===== config.mk =====
export PLATFORM = sky130hd
export DESIGN_NAME = hvm_core
export DESIGN_NICKNAME = d
export VERILOG_FILES = /design/src/hvm_pkg.sv /design/src/hvm_light_if.sv /design/src/hvm_lights.sv /design/src/hvm_core.sv
export SDC_FILE = /design/constraint.sdc
export NUM_CORES = 1
export LEC_CHECK = 0
export BUFFER_PORTS_ARGS = -buffer_cell sky130_fd_sc_hd__buf_4
export CORE_MARGIN = 1.5
export CORE_UTILIZATION = 60
export DETAILED_ROUTE_END_ITERATION = 16
export PLACE_DENSITY = 0.82
export SYNTH_ARGS = -nofsm -noshare
export SYNTH_HDL_FRONTEND = slang
export SYNTH_SLANG_ARGS = --single-unit

===== constraint.sdc =====
create_clock -name core_clk -period 4.4 [get_ports core_clk]
set_clock_uncertainty 0.1 [all_clocks]
set_input_delay 0.22 -clock core_clk [delete_from_list [all_inputs] [get_ports core_clk]]
set_output_delay 0.22 -clock core_clk [all_outputs]
set_load 0.005 [all_outputs]

===== src/hvm_pkg.sv =====
// Package of constants and types for the mainframe lock and panel control.
package hvm_pkg;
    localparam int CLK_HZ = 25000000;
    // Beep and flash timing.
    localparam int TICK_MS = 1;
    localparam int TICK_CYC = CLK_HZ / 1000 * TICK_MS;
    localparam int BLINK_MS = 250;
    localparam int FLICKER_MS = 62;
    localparam int COUNTDOWN_S = 10;
    localparam int BEEP_MS = 100;
    localparam int NOMOD_BEEP_PERIOD_MS = 1000;
    localparam int POWERUP_LIMIT_S = 1;

    // Register map, byte addresses.
    localparam logic [7:0] REG_CTRL = 8'h00;
    localparam logic [7:0] REG_STATUS = 8'h04;
    localparam logic [7:0] REG_SET_CODE = 8'h08;
    localparam logic [7:0] REG_LIM_CODE = 8'h0C;
    localparam logic [7:0] REG_COMMIT = 8'h10;
    localparam logic [7:0] REG_EDIT = 8'h14;
    localparam logic [7:0] REG_ACTIVE = 8'h18;
    localparam logic [7:0] REG_SYSDEF = 8'h1C;

    // Control register bit positions (write one to act).
    localparam int CTRL_GEN_ON = 0;
    localparam int CTRL_GEN_OFF = 1;
    localparam int CTRL_REMOTE_SRC = 2;
    localparam int CTRL_LOCK_SET = 3;
    localparam int CTRL_UNLOCK_SET = 4;
    localparam int CTRL_LOCK_LIM = 5;
    localparam int CTRL_UNLOCK_LIM = 6;
    localparam int CTRL_CLR_ERR = 7;
    localparam int CTRL_INT_ERR = 8;
    localparam int CTRL_RESTORE_OK = 9;
    localparam int CTRL_RESTORE_ERR = 10;
    localparam int CTRL_NEW_CONFIG = 11;
    localparam int CTRL_POWERUP_DONE = 12;
    localparam int CTRL_WAS_ACTIVE = 13;

    // Status register bit positions.
    localparam int ST_GEN = 0;
    localparam int ST_SET_LOCK = 1;
    localparam int ST_LIM_LOCK = 2;
    localparam int ST_AUTO_EN = 3;
    localparam int ST_PW_EN = 4;
    localparam int ST_THERM = 5;
    localparam int ST_SUPPLY_BAD = 6;
    localparam int ST_CODE_ERR = 7;
    localparam int ST_REJECT = 8;
    localparam int ST_COUNTDOWN = 9;
    localparam int ST_PANIC = 10;
    localparam int ST_NOMOD = 11;

    // System defaults register bits.
    localparam int SD_AUTO_EN = 0;
    localparam int SD_PW_EN = 1;
    localparam int SD_STATUS_OFF = 2;

    localparam logic [15:0] CODE_RESET = 16'h0000;
    localparam logic [31:0] ACTIVE_RESET = 32'h00000000;

    typedef enum logic [1:0] {
        HVM_VIEW_SYSTEM,
        HVM_VIEW_GROUP,
        HVM_VIEW_CHAN
    } hvm_view_e;
endpackage


===== src/hvm_light_if.sv =====
// Interface carrying indicator inputs from the core into the light driver.
interface hvm_light_if;
    logic       tick;
    logic       gen_on;
    logic       ramping;
    logic       countdown;
    logic       panic;
    logic       interlock;
    logic       any_trip;
    logic [3:0] slot_present;
    logic [3:0] slot_busy;
    logic       remote_mode;
    logic       net_active;
    logic [1:0] view;
    logic       gen_light;
    logic       fault_light;
    logic       panic_light;
    logic       ilk_light;
    logic       remote_light;
    logic       net_light;
    logic [2:0] view_light;
    logic [3:0] slot_light;

    modport core (output tick, gen_on, ramping, countdown, panic, interlock, any_trip,
                  slot_present, slot_busy, remote_mode, net_active, view,
                  input gen_light, fault_light, panic_light, ilk_light, remote_light,
                  net_light, view_light, slot_light);
    modport drv (input tick, gen_on, ramping, countdown, panic, interlock, any_trip,
                 slot_present, slot_busy, remote_mode, net_active, view,
                 output gen_light, fault_light, panic_light, ilk_light, remote_light,
                 net_light, view_light, slot_light);
endinterface


===== src/hvm_lights.sv =====
// Front panel indicator driver with blink and flicker phases.
module hvm_lights
    import hvm_pkg::*;
(
    // Clock and reset
    input  wire logic core_clk,
    input  wire logic resetn,
    // Core side
    hvm_light_if.drv  lif
);
    typedef struct packed {
        logic [9:0] blink_cnt;
        logic [9:0] flick_cnt;
        logic       blink;
        logic       flick;
        logic       gen_light;
        logic       fault_light;
        logic       panic_light;
        logic       ilk_light;
        logic       remote_light;
        logic       net_light;
        logic [2:0] view_light;
        logic [3:0] slot_light;
    } hvm_lights_s;

    localparam logic [9:0] BLINK_TICKS = 10'(BLINK_MS - 1);
    localparam logic [9:0] FLICK_TICKS = 10'(FLICKER_MS - 1);

    hvm_lights_s r;
    hvm_lights_s next_r;

    always_comb begin
        next_r = r;
        if (lif.tick) begin
            if (r.blink_cnt == BLINK_TICKS) begin
                next_r.blink_cnt = '0;
                next_r.blink = ~r.blink;
            end else begin
                next_r.blink_cnt = r.blink_cnt + 10'h001;
            end
            if (r.flick_cnt == FLICK_TICKS) begin
                next_r.flick_cnt = '0;
                next_r.flick = ~r.flick;
            end else begin
                next_r.flick_cnt = r.flick_cnt + 10'h001;
            end
        end
        next_r.panic_light = lif.panic;
        next_r.ilk_light = lif.panic & lif.interlock;
        next_r.fault_light = lif.any_trip & r.blink;
        if (lif.countdown) begin
            next_r.gen_light = r.blink;
        end else if (lif.gen_on && lif.ramping) begin
            next_r.gen_light = r.flick;
        end else begin
            next_r.gen_light = lif.gen_on;
        end
        next_r.remote_light = lif.remote_mode;
        next_r.net_light = lif.net_active;
        case (hvm_view_e'(lif.view))
            HVM_VIEW_GROUP: next_r.view_light = 3'h2;
            HVM_VIEW_CHAN: next_r.view_light = 3'h4;
            default: next_r.view_light = 3'h1;
        endcase
        for (int i = 0; i < 4; i++) begin
            next_r.slot_light[i] = lif.slot_present[i]
                & (~lif.slot_busy[i] | r.blink);
        end
    end

    always_ff @(posedge core_clk or negedge resetn) begin
        if (!resetn) begin
            r <= '0;
        end else begin
            r <= next_r;
        end
    end

    assign lif.gen_light = r.gen_light;
    assign lif.fault_light = r.fault_light;
    assign lif.panic_light = r.panic_light;
    assign lif.ilk_light = r.ilk_light;
    assign lif.remote_light = r.remote_light;
    assign lif.net_light = r.net_light;
    assign lif.view_light = r.view_light;
    assign lif.slot_light = r.slot_light;
endmodule


===== src/hvm_core.sv =====
// Mainframe supervisory core: locks, auto restart, thermal trip, panel keys.
module hvm_core
    import hvm_pkg::*;
#(
    parameter int TICK_CYCLES = TICK_CYC
) (
    // Clock and reset
    input  wire logic        core_clk,
    input  wire logic        resetn,
    // Wishbone slave
    input  wire logic        wb_cyc_i,
    input  wire logic        wb_stb_i,
    input  wire logic        wb_we_i,
    input  wire logic [7:0]  wb_adr_i,
    input  wire logic [31:0] wb_dat_i,
    input  wire logic [3:0]  wb_sel_i,
    output logic      [31:0] wb_dat_o,
    output logic             wb_ack_o,
    // Front panel keys and switches
    input  wire logic        key_gen_on,
    input  wire logic        key_gen_off,
    input  wire logic        key_panic,
    input  wire logic        key_commit,
    input  wire logic        key_any,
    input  wire logic        key_remote_pos,
    input  wire logic        interlock_n,
    input  wire logic        thermal_fault,
    input  wire logic        net_active,
    input  wire logic [1:0]  view_sel,
    // Module status
    input  wire logic [3:0]  slot_present,
    input  wire logic [3:0]  slot_ramping,
    input  wire logic [3:0]  slot_tripped,
    // Outputs to modules and panel
    output logic             generation_active,
    output logic             supply_24v_en,
    output logic             status_out,
    output logic             beep,
    output logic             warn_thermal,
    output logic             generation_active_light,
    output logic             channel_fault_light,
    output logic             panic_light,
    output logic             interlock_light,
    output logic             remote_light,
    output logic             network_light,
    output logic [2:0]       view_light,
    output logic [3:0]       slot_light
);
    localparam logic [9:0] SEC_TICKS = 10'(1000 - 1);
    localparam logic [9:0] BEEP_TICKS = 10'(BEEP_MS);
    localparam logic [3:0] CD_SECS = 4'(COUNTDOWN_S);
    localparam int TCW = $clog2(TICK_CYCLES + 1);

    typedef struct packed {
        logic [TCW-1:0] tick_cnt;
        logic           tick;
        logic [9:0]     ms_cnt;
        logic [3:0]     cd_left;
        logic           countdown;
        logic           gen;
        logic           set_lock;
        logic           lim_lock;
        logic [15:0]    set_code;
        logic [15:0]    lim_code;
        logic           auto_en;
        logic           pw_en;
        logic           status_on_off;
        logic           was_active;
        logic           therm;
        logic           panic;
        logic           panic_ilk;
        logic           code_err;
        logic           reject;
        logic           nomod;
        logic [31:0]    edit;
        logic [31:0]    active;
        logic           ack;
        logic [31:0]    rdata;
        logic [8:0]     sync;
        logic [8:0]     pins;
        logic           cmt_d;
        logic           any_d;
    } hvm_core_s;

    hvm_core_s r;
    hvm_core_s next_r;
    hvm_light_if lif ();

    logic        wr;
    logic        rd;
    logic [15:0] ctrl;
    logic [15:0] wcode;
    logic        p_on;
    logic        p_off;
    logic        p_panic;
    logic        p_commit;
    logic        p_any;
    logic        p_remote;
    logic        p_ilk;
    logic        p_therm;
    logic        p_net;
    logic        remote_ok;
    logic        local_ok;

    assign wr = wb_cyc_i & wb_stb_i & wb_we_i & ~r.ack;
    assign rd = wb_cyc_i & wb_stb_i & ~wb_we_i & ~r.ack;
    assign ctrl = (wr && wb_adr_i == REG_CTRL) ? wb_dat_i[15:0] : 16'h0000;
    assign wcode = wb_dat_i[15:0];
    assign {p_net, p_therm, p_ilk, p_remote, p_any, p_commit, p_panic, p_off, p_on} = r.pins;
    assign remote_ok = p_remote;
    assign local_ok = ~p_remote;

    always_comb begin
        next_r = r;
        // Key, interlock, thermal and network pins are double-registered before any decision uses them.
        next_r.sync = {net_active, thermal_fault, ~interlock_n, key_remote_pos, key_any,
                       key_commit, key_panic, key_gen_off, key_gen_on};
        next_r.pins = r.sync;
        next_r.cmt_d = p_commit;
        next_r.any_d = p_any;
        next_r.ack = wb_cyc_i & wb_stb_i & ~r.ack;
        next_r.reject = 1'b0;

        next_r.tick = 1'b0;
        if (r.tick_cnt == TCW'(TICK_CYCLES - 1)) begin
            next_r.tick_cnt = '0;
            next_r.tick = 1'b1;
        end else begin
            next_r.tick_cnt = r.tick_cnt + TCW'(1);
        end
        if (r.tick) begin
            next_r.ms_cnt = (r.ms_cnt == SEC_TICKS) ? 10'h000 : r.ms_cnt + 10'h001;
        end

        // Locks: each has its own flag and code, independent of key switch.
        if (wr && wb_adr_i == REG_SET_CODE) begin
            if (!r.set_lock) begin
                next_r.set_lock = 1'b1;
                next_r.set_code = wcode;
            end else if (wcode == r.set_code) begin
                next_r.set_lock = 1'b0;
                next_r.set_code = CODE_RESET;
            end else begin
                next_r.code_err = 1'b1;
            end
        end
        if (wr && wb_adr_i == REG_LIM_CODE) begin
            if (!r.lim_lock) begin
                next_r.lim_lock = 1'b1;
                next_r.lim_code = wcode;
            end else if (wcode == r.lim_code) begin
                next_r.lim_lock = 1'b0;
                next_r.lim_code = CODE_RESET;
            end else begin
                next_r.code_err = 1'b1;
            end
        end
        if (ctrl[CTRL_CLR_ERR]) begin
            next_r.code_err = 1'b0;
        end

        // Editing never touches active settings until commit.
        if (wr && wb_adr_i == REG_EDIT) begin
            next_r.edit = wb_dat_i;
        end
        if ((p_commit && !r.cmt_d) || (wr && wb_adr_i == REG_COMMIT)) begin
            if (r.set_lock) begin
                next_r.reject = 1'b1;
            end else begin
                next_r.active = r.edit;
            end
        end

        if (wr && wb_adr_i == REG_SYSDEF) begin
            next_r.auto_en = wb_dat_i[SD_AUTO_EN];
            next_r.pw_en = wb_dat_i[SD_PW_EN];
            next_r.status_on_off = wb_dat_i[SD_STATUS_OFF];
        end
        if (ctrl[CTRL_WAS_ACTIVE]) begin
            next_r.was_active = 1'b1;
        end

        // Generation on and off ignore the locks.
        if ((p_on && local_ok) || (ctrl[CTRL_GEN_ON] && ctrl[CTRL_REMOTE_SRC] && remote_ok)) begin
            if (!r.therm) begin
                next_r.gen = 1'b1;
            end
        end
        if (p_off || ctrl[CTRL_GEN_OFF]) begin
            next_r.gen = 1'b0;
            next_r.countdown = 1'b0;
        end

        // Restart countdown after mains loss.
        if (ctrl[CTRL_RESTORE_OK] && r.auto_en && r.was_active) begin
            next_r.countdown = 1'b1;
            next_r.cd_left = CD_SECS;
            next_r.ms_cnt = 10'h000;
        end
        if (r.countdown) begin
            if (p_any && !r.any_d) begin
                next_r.countdown = 1'b0;
            end else if (r.tick && r.ms_cnt == SEC_TICKS) begin
                if (r.cd_left == 4'h1) begin
                    next_r.countdown = 1'b0;
                    next_r.gen = 1'b1;
                end
                next_r.cd_left = r.cd_left - 4'h1;
            end
        end

        // Emergency shutdown from key or interlock.
        if (p_panic || p_ilk) begin
            next_r.panic = 1'b1;
            next_r.panic_ilk = p_ilk;
            next_r.gen = 1'b0;
            next_r.countdown = 1'b0;
        end else if (p_on && local_ok) begin
            next_r.panic = 1'b0;
            next_r.panic_ilk = 1'b0;
        end

        // Thermal overload latches until power cycle, without shutdown.
        if (p_therm) begin
            next_r.therm = 1'b1;
        end
        if (r.therm) begin
            next_r.gen = 1'b0;
            next_r.countdown = 1'b0;
        end

        if (ctrl[CTRL_POWERUP_DONE] && slot_present == 4'h0) begin
            next_r.nomod = 1'b1;
        end
        if (r.nomod) begin
            next_r.set_lock = 1'b0;
            next_r.lim_lock = 1'b0;
            next_r.pw_en = 1'b0;
            next_r.auto_en = 1'b0;
        end
        if (ctrl[CTRL_NEW_CONFIG] || ctrl[CTRL_RESTORE_ERR] || ctrl[CTRL_INT_ERR]
            || p_panic || r.nomod) begin
            next_r.auto_en = 1'b0;
            next_r.countdown = ctrl[CTRL_RESTORE_ERR] ? 1'b0 : next_r.countdown;
        end

        next_r.rdata = 32'h00000000;
        if (rd) begin
            if (wb_adr_i == REG_STATUS) begin
                next_r.rdata[ST_GEN] = r.gen;
                next_r.rdata[ST_SET_LOCK] = r.set_lock;
                next_r.rdata[ST_LIM_LOCK] = r.lim_lock;
                next_r.rdata[ST_AUTO_EN] = r.auto_en;
                next_r.rdata[ST_PW_EN] = r.pw_en;
                next_r.rdata[ST_THERM] = r.therm;
                next_r.rdata[ST_SUPPLY_BAD] = r.therm;
                next_r.rdata[ST_CODE_ERR] = r.code_err;
                next_r.rdata[ST_REJECT] = r.reject;
                next_r.rdata[ST_COUNTDOWN] = r.countdown;
                next_r.rdata[ST_PANIC] = r.panic;
                next_r.rdata[ST_NOMOD] = r.nomod;
            end else if (wb_adr_i == REG_EDIT) begin
                next_r.rdata = r.edit;
            end else if (wb_adr_i == REG_ACTIVE) begin
                next_r.rdata = r.active;
            end else if (wb_adr_i == REG_SYSDEF) begin
                next_r.rdata[SD_AUTO_EN] = r.auto_en;
                next_r.rdata[SD_PW_EN] = r.pw_en;
                next_r.rdata[SD_STATUS_OFF] = r.status_on_off;
            end
        end
    end

    always_ff @(posedge core_clk or negedge resetn) begin
        if (!resetn) begin
            r <= '0;
            r.active <= ACTIVE_RESET;
        end else begin
            r <= next_r;
        end
    end

    // Light driver shares the millisecond tick so every flash stays in phase.
    assign lif.tick = r.tick;
    assign lif.gen_on = r.gen;
    assign lif.ramping = |(slot_ramping & slot_present);
    assign lif.countdown = r.countdown;
    assign lif.panic = r.panic;
    assign lif.interlock = r.panic_ilk;
    assign lif.any_trip = |(slot_tripped & slot_present);
    assign lif.slot_present = slot_present;
    assign lif.slot_busy = slot_ramping | slot_tripped;
    assign lif.remote_mode = p_remote;
    assign lif.net_active = p_net;
    assign lif.view = view_sel;

    hvm_lights u_lights (
        .core_clk (core_clk),
        .resetn   (resetn),
        .lif      (lif)
    );

    assign generation_active = r.gen;
    assign supply_24v_en = ~r.therm;
    assign status_out = r.status_on_off & ~r.gen;
    assign warn_thermal = r.therm;
    // Short beep each countdown second; double beep each second when no modules.
    assign beep = (r.countdown && r.ms_cnt < BEEP_TICKS)
        || (r.nomod && (r.ms_cnt < BEEP_TICKS
            || (r.ms_cnt >= 10'(2 * BEEP_MS) && r.ms_cnt < 10'(3 * BEEP_MS))));
    assign generation_active_light = lif.gen_light;
    assign channel_fault_light = lif.fault_light;
    assign panic_light = lif.panic_light;
    assign interlock_light = lif.ilk_light;
    assign remote_light = lif.remote_light;
    assign network_light = lif.net_light;
    assign view_light = lif.view_light;
    assign slot_light = lif.slot_light;
    assign wb_ack_o = r.ack;
    assign wb_dat_o = r.rdata;
endmodule


* Word level (Yosys, flattened, before mapping)
Cells that the tools add are included.
** Storage, ports and cells
- Logic and storage cells :: 201
- Memory bits (read-only) :: 0
- Register bits :: 228
- Memories kept :: 0
- RAM bits :: 0
- Bits in latches :: 0
** Cells by class
- Div/mod/pow operators :: 0
- Multiply operators :: 0
- Add/subtract/negate cells :: 5
- Reductions and logical operators :: 46
- Shift-type cells :: 0
- $lt $le $gt $ge :: 3
- Multiplexer cells :: 56
- Bitwise logic cells :: 33
- Equal/unequal tests :: 18
** Operator list (count)
- $mux W16 :: 4
- $mux W32 :: 2
- $mux W10 :: 4
- $eq A16 B16 Y1 :: 2
- $eq A8 B5 Y1 const B :: 4
- $add A10 B1 Y10 const B :: 3
- $mux W15 :: 2
- $mux W29 :: 1
- $mux W1 :: 25
- $mux W20 :: 1
- $logic_and A1 B1 Y1 :: 19
- $eq A8 B4 Y1 const B :: 2
- $mux W2 :: 8
- $add A15 B1 Y15 const B :: 1
- $eq A15 B15 Y1 const B :: 1
- $mux W14 :: 1
- $and A1 B1 Y1 :: 13
- $not A1 Y1 :: 13
- $mux W12 :: 1
- $mux W6 :: 2
- $eq A10 B10 Y1 const B :: 1
- $eq A10 B6 Y1 const B :: 1
- $eq A10 B8 Y1 const B :: 1
- $ge A10 B8 Y1 const B :: 1
- 22 further kinds :: 48

* Longest topological paths before layout
- Depth after elaboration :: 19
- Gate-level depth with buffers :: 7
- Gate-level depth less buffers :: 7

* Modules after synthesis
A second synthesis with hierarchy kept.
** Unflattened totals
- Cell total of the unflattened synthesis :: 852
- Area, all modules :: 10121.0 µm²
** Modules (own cells, without submodules)
- hvm_core :: times used 1, seq. area each 4829.6 µm², cells each 692, area each 8446.9 µm²
- hvm_lights :: times used 1, seq. area each 875.8 µm², cells each 160, area each 1674.1 µm²

* Least setup slack after synthesis
No wires, ideal clock.
- Path type :: input-to-reg
- Start point :: input port wb_adr_i[5]
- End point :: register r[55] (netlist name)
- Data arrival time :: 1.760 ns
- Path slack :: 2.415 ns
- Stages :: 6
- Path buffers :: 1
- Cells stage by stage :: or4b_1 > nor2_1 > a32oi_1 > nor2_2 > buf_4 > mux2_2
** On the way
- Word-level cells in the longest chain between the ends :: 4
** RTL lines
- from (decl) :: RTL line hvm_core.sv:14 : input wire logic [7:0] wb_adr_i,
- $eq A8 B5 Y1 :: RTL line hvm_core.sv:166 : if ((p_commit && !r.cmt_d) || (wr && wb_adr_i == REG_COMMIT)) begin
- $logic_and A1 B1 Y1 :: RTL line hvm_core.sv:166
- $logic_or A1 B1 Y1 :: RTL line hvm_core.sv:166
- $reduce_and A2 Y1 (no source line)
- to (signal assigned) :: RTL line hvm_core.sv:279 : r <= next_r;
- to (decl) :: RTL line hvm_core.sv:85 : hvm_core_s r;
Every way passes these cells.
A chain may end at the register's enable or synchronous reset.

* Worst setup path in the final report
- Start point :: register r, in the netlist wb_ack_o
- End point :: register r[84] (netlist name)
** On the way
- Word-level cells in the longest chain between the ends :: 5
** RTL lines
- $not A1 Y1 :: RTL line hvm_core.sv:105 : assign wr = wb_cyc_i & wb_stb_i & wb_we_i & ~r.ack;
- $and A1 B1 Y1 :: RTL line hvm_core.sv:105
- $logic_and A1 B1 Y1 :: RTL line hvm_core.sv:166
- $logic_or A1 B1 Y1 :: RTL line hvm_core.sv:166
- $reduce_and A2 Y1 (no source line)
Every way passes these cells.

==> flow_summary.ini <==
[run_status]
outcome = complete, no violations

[worst_setup_path]
arrival_ns = 2.94
worstSetupStartpointType = flop
crit_buf_inv = 1
slowest_stage = nor2_2
worstSetupPathType = reg2reg
crit_chain = nand4b_1 -> nor2_1 -> a32oi_1 -> nor2_2 -> buf_12 -> mux2_2
crit_family = simple AND/OR/NAND/NOR gates
critical-path-max-stage-delay_ns = 0.67
r2r-start = wb_ack_o$_DFF_PN0_
cp_max_fo = 20
crit_path_start = wb_ack_o$_DFF_PN0_
worst_setup_path_end_kind = flop
worstPathRequired_ns = 4.69

[timing]
drv_slew = 0
fmax_mhz = 376.9
setup_ws_ns = 1.747
setup_viol = 0
finalCriticalPeriod_ns = 2.653
tightest_slew_ns = 1.287
slew_headroom = 0.1302
tns_ns = 0
min_period_over_period = 0.6031
hold_viol_final = 0
rsz0062_at_grt = no

[min_path]
hold_start = slot_tripped[1]
hp-class = in2reg

[final_layout]
design_area_um2 = 12030
multi_input_area_um2 = 3625
final_cell_mix = 228 x dfrtp_1, 122 x buf_4, 74 x nor2_1
nNetsFinal = 1044
layout_commonest_cell = dfrtp_1
register_area_um2 = 5705
drive_above_1_share = 0.2495
syn2layout_area_growth_pct = 22.26
nFillCells = 1017

[pwr]
power_mw = 4.374
power_density_nw_per_um2 = 363.6
power.static_leakage_nw = 5.678
ir_drop_uv = 341.9

[routing]
wl_um = 22100
firstDrtPassIters = 6
drt_iter0_markers = 493
drc = 0
vias = 7017
drtAntennaViolNets = 0
wl_per_cell_um = 18.50
viasPerCell = 5.872

[cts]
htree_num_levels = 1
root_buffer = clkbuf_16
ctsResizeCount = 0
cts.sinks = 228
clock_latency_ns = 0.52
clkTransAtPathRegs_ns = 0.06
tritoncts = done
numCtsBuffers = 24
cts_buffer_depth = 3

[die]
rows = 46
core_um2 = 15940
initial_core_util = 0.6171
fp.dieW_um = 131.1
io_pins = 123
die_h_um = 131.1
dieArea_um2 = 17170

[synthesis]
netlist_area_um2 = 9838
synth_nets = 908
synth_edf_count = 0
synth_area_per_cell_um2 = 11.93
ys_ff_latch = 228
synth.distinct_cells = 60
syn_inst = 825
ys_seq_area_frac = 0.5799
ys.flop_type = dfrtp_1
async_flop_share = 1.000
synth_warnings = 0

[global_routing]
first_global_vias = 7178
track_usage = 0.2669
gr-total-overflow = 0
grt_max_degree = 125
grt_pass1_wl_um = 35550
antenna_found_initial = 1

[placed_design]
place_congestion = 0.8643
io_buffers = 118
place_hpwl_um = 13270
placed_cell_area_um2 = 10640
place_ws_ns = 1.634

[flow_run]
max_cap_viol_count = 0
==> layout make-up <==
class                   instances  area share
flip-flops and latches        228      0.4744
multi-input cells             504      0.3014
repair buffers                184      0.1298
clock buffers                  36     0.05950
well taps                     216     0.02247
clock inverters                 7    0.006346
inverters                      19    0.005929
diodes                          1   0.0002081
==> worst reg2reg max path: cells and delay by family, from the launching register on <==
family	cells	cell delay (ns)
and+or+nand+nor	3	1.23
DFF	1	0.41
muxes	1	0.36
buffers and inverters	1	0.26
AOI/OAI and AO/OA	1	0.17
==> path summary, 6_finish.rpt <==
| check | endpoint | slack, ns | depth (start not counted) |
|---|---|---|---|
| max | r[84]$_DFFE_PN0P_ | 1.75 | 6 |
| min | u_lights.lif.fault_light$_DFF_PN0_ | 0.009 | 3 |
| max reg2reg | r[84]$_DFFE_PN0P_ | 1.75 | 6 |
| min reg2reg | lif.net_active$_DFF_PN0_ | 0.25 | 0 |
| max in group asynchronous | wb_dat_o[30]$_DFF_PN0_ | 2.83 | 3 |
| min in group asynchronous | u_lights.lif.panic_light$_DFF_PN0_ | 0.22 | 2 |
==> cells in the mapped netlist, drive strengths merged, types with 8 or more instances <==
library cell	instances	area, um^2
a21oi	17	85.08
a222oi	9	90.09
a22o	33	289.0
a22oi	22	165.2
and3	11	68.82
buf	49	345.3
clkbuf	25	93.84
dfrtp	228	5705
ha	11	137.6
inv	19	71.32
mux2	65	732.0
nand2	38	142.6
nand3	19	95.09
nand4	22	137.6
nor2	78	300.3
nor3	9	45.04
nor4	8	62.56
o21ai	27	135.1
xnor2	47	411.6
xor2	15	131.4
==> where the power goes <==
part           internal (mW)  switching [mW]  total, mW
registers               2.13          0.0168       2.14
logic                  0.119           0.117      0.236
clock network           1.18           0.812       2.00
==> state kept, by name, summed over array words and instances (netlist names), 3 cells and up <==
register                 cells
u_lights.lif.slot_light      4
wb_dat_o                    32
next_r                      11
u_lights.r                  22
r                          136
u_lights.lif.view_light      3
==> kinds of logic (layout without fill, tap and decap cells) <==
kind of cell | Yosys count | in the layout | share of synthesized area
flops | 228 | 228 | 0.5799
simple gates | 221 | 221 | 0.1153
compound gates | 141 | 141 | 0.1052
buf+inv | 93 | 246 | 0.05189
mux | 69 | 69 | 0.07847
xor+xnor | 62 | 62 | 0.05520
fa+ha+maj | 11 | 11 | 0.01399
other cells | 0 | 1 | 0
==> through the flow <==
| stage | hold slack [ns] | utilization | std cells |
|---|---|---|---|
| after global routing | 0.02076 | 0.7544 | 1195 |
| after detailed placement | 0.2151 | 0.6676 | 1092 |
| after global placement | 0.2161 | 0.6676 | 1092 |
| after CTS | 0.008337 | 0.7543 | 1194 |
| after floorplan | -0.1756 | - | 825 |
| final | 0.009052 | 0.7544 | 1195 |
==> repair_timing <==
| item | in CTS | in global routing |
|---|---|---|
| hold buffers | 59 | 0 |
| endpoints found under the hold margin | 193 | 0 |
| setup buffers | 0 | 0 |
==> metal layers <==
| metal | routed length, um | vias to the layer above | GRT usage |
|---|---|---|---|
| li1 | - | 3175 | - |
| met1 | 9474 | 3537 | 0.3695 |
| met5 | 0 | - | 0 |
| met4 | 577 | 0 | 0.09890 |
| met3 | 1183 | 51 | 0.03247 |
| met2 | 10870 | 254 | 0.4383 |
Note: power is estimated with default switching activity, not from simulation.
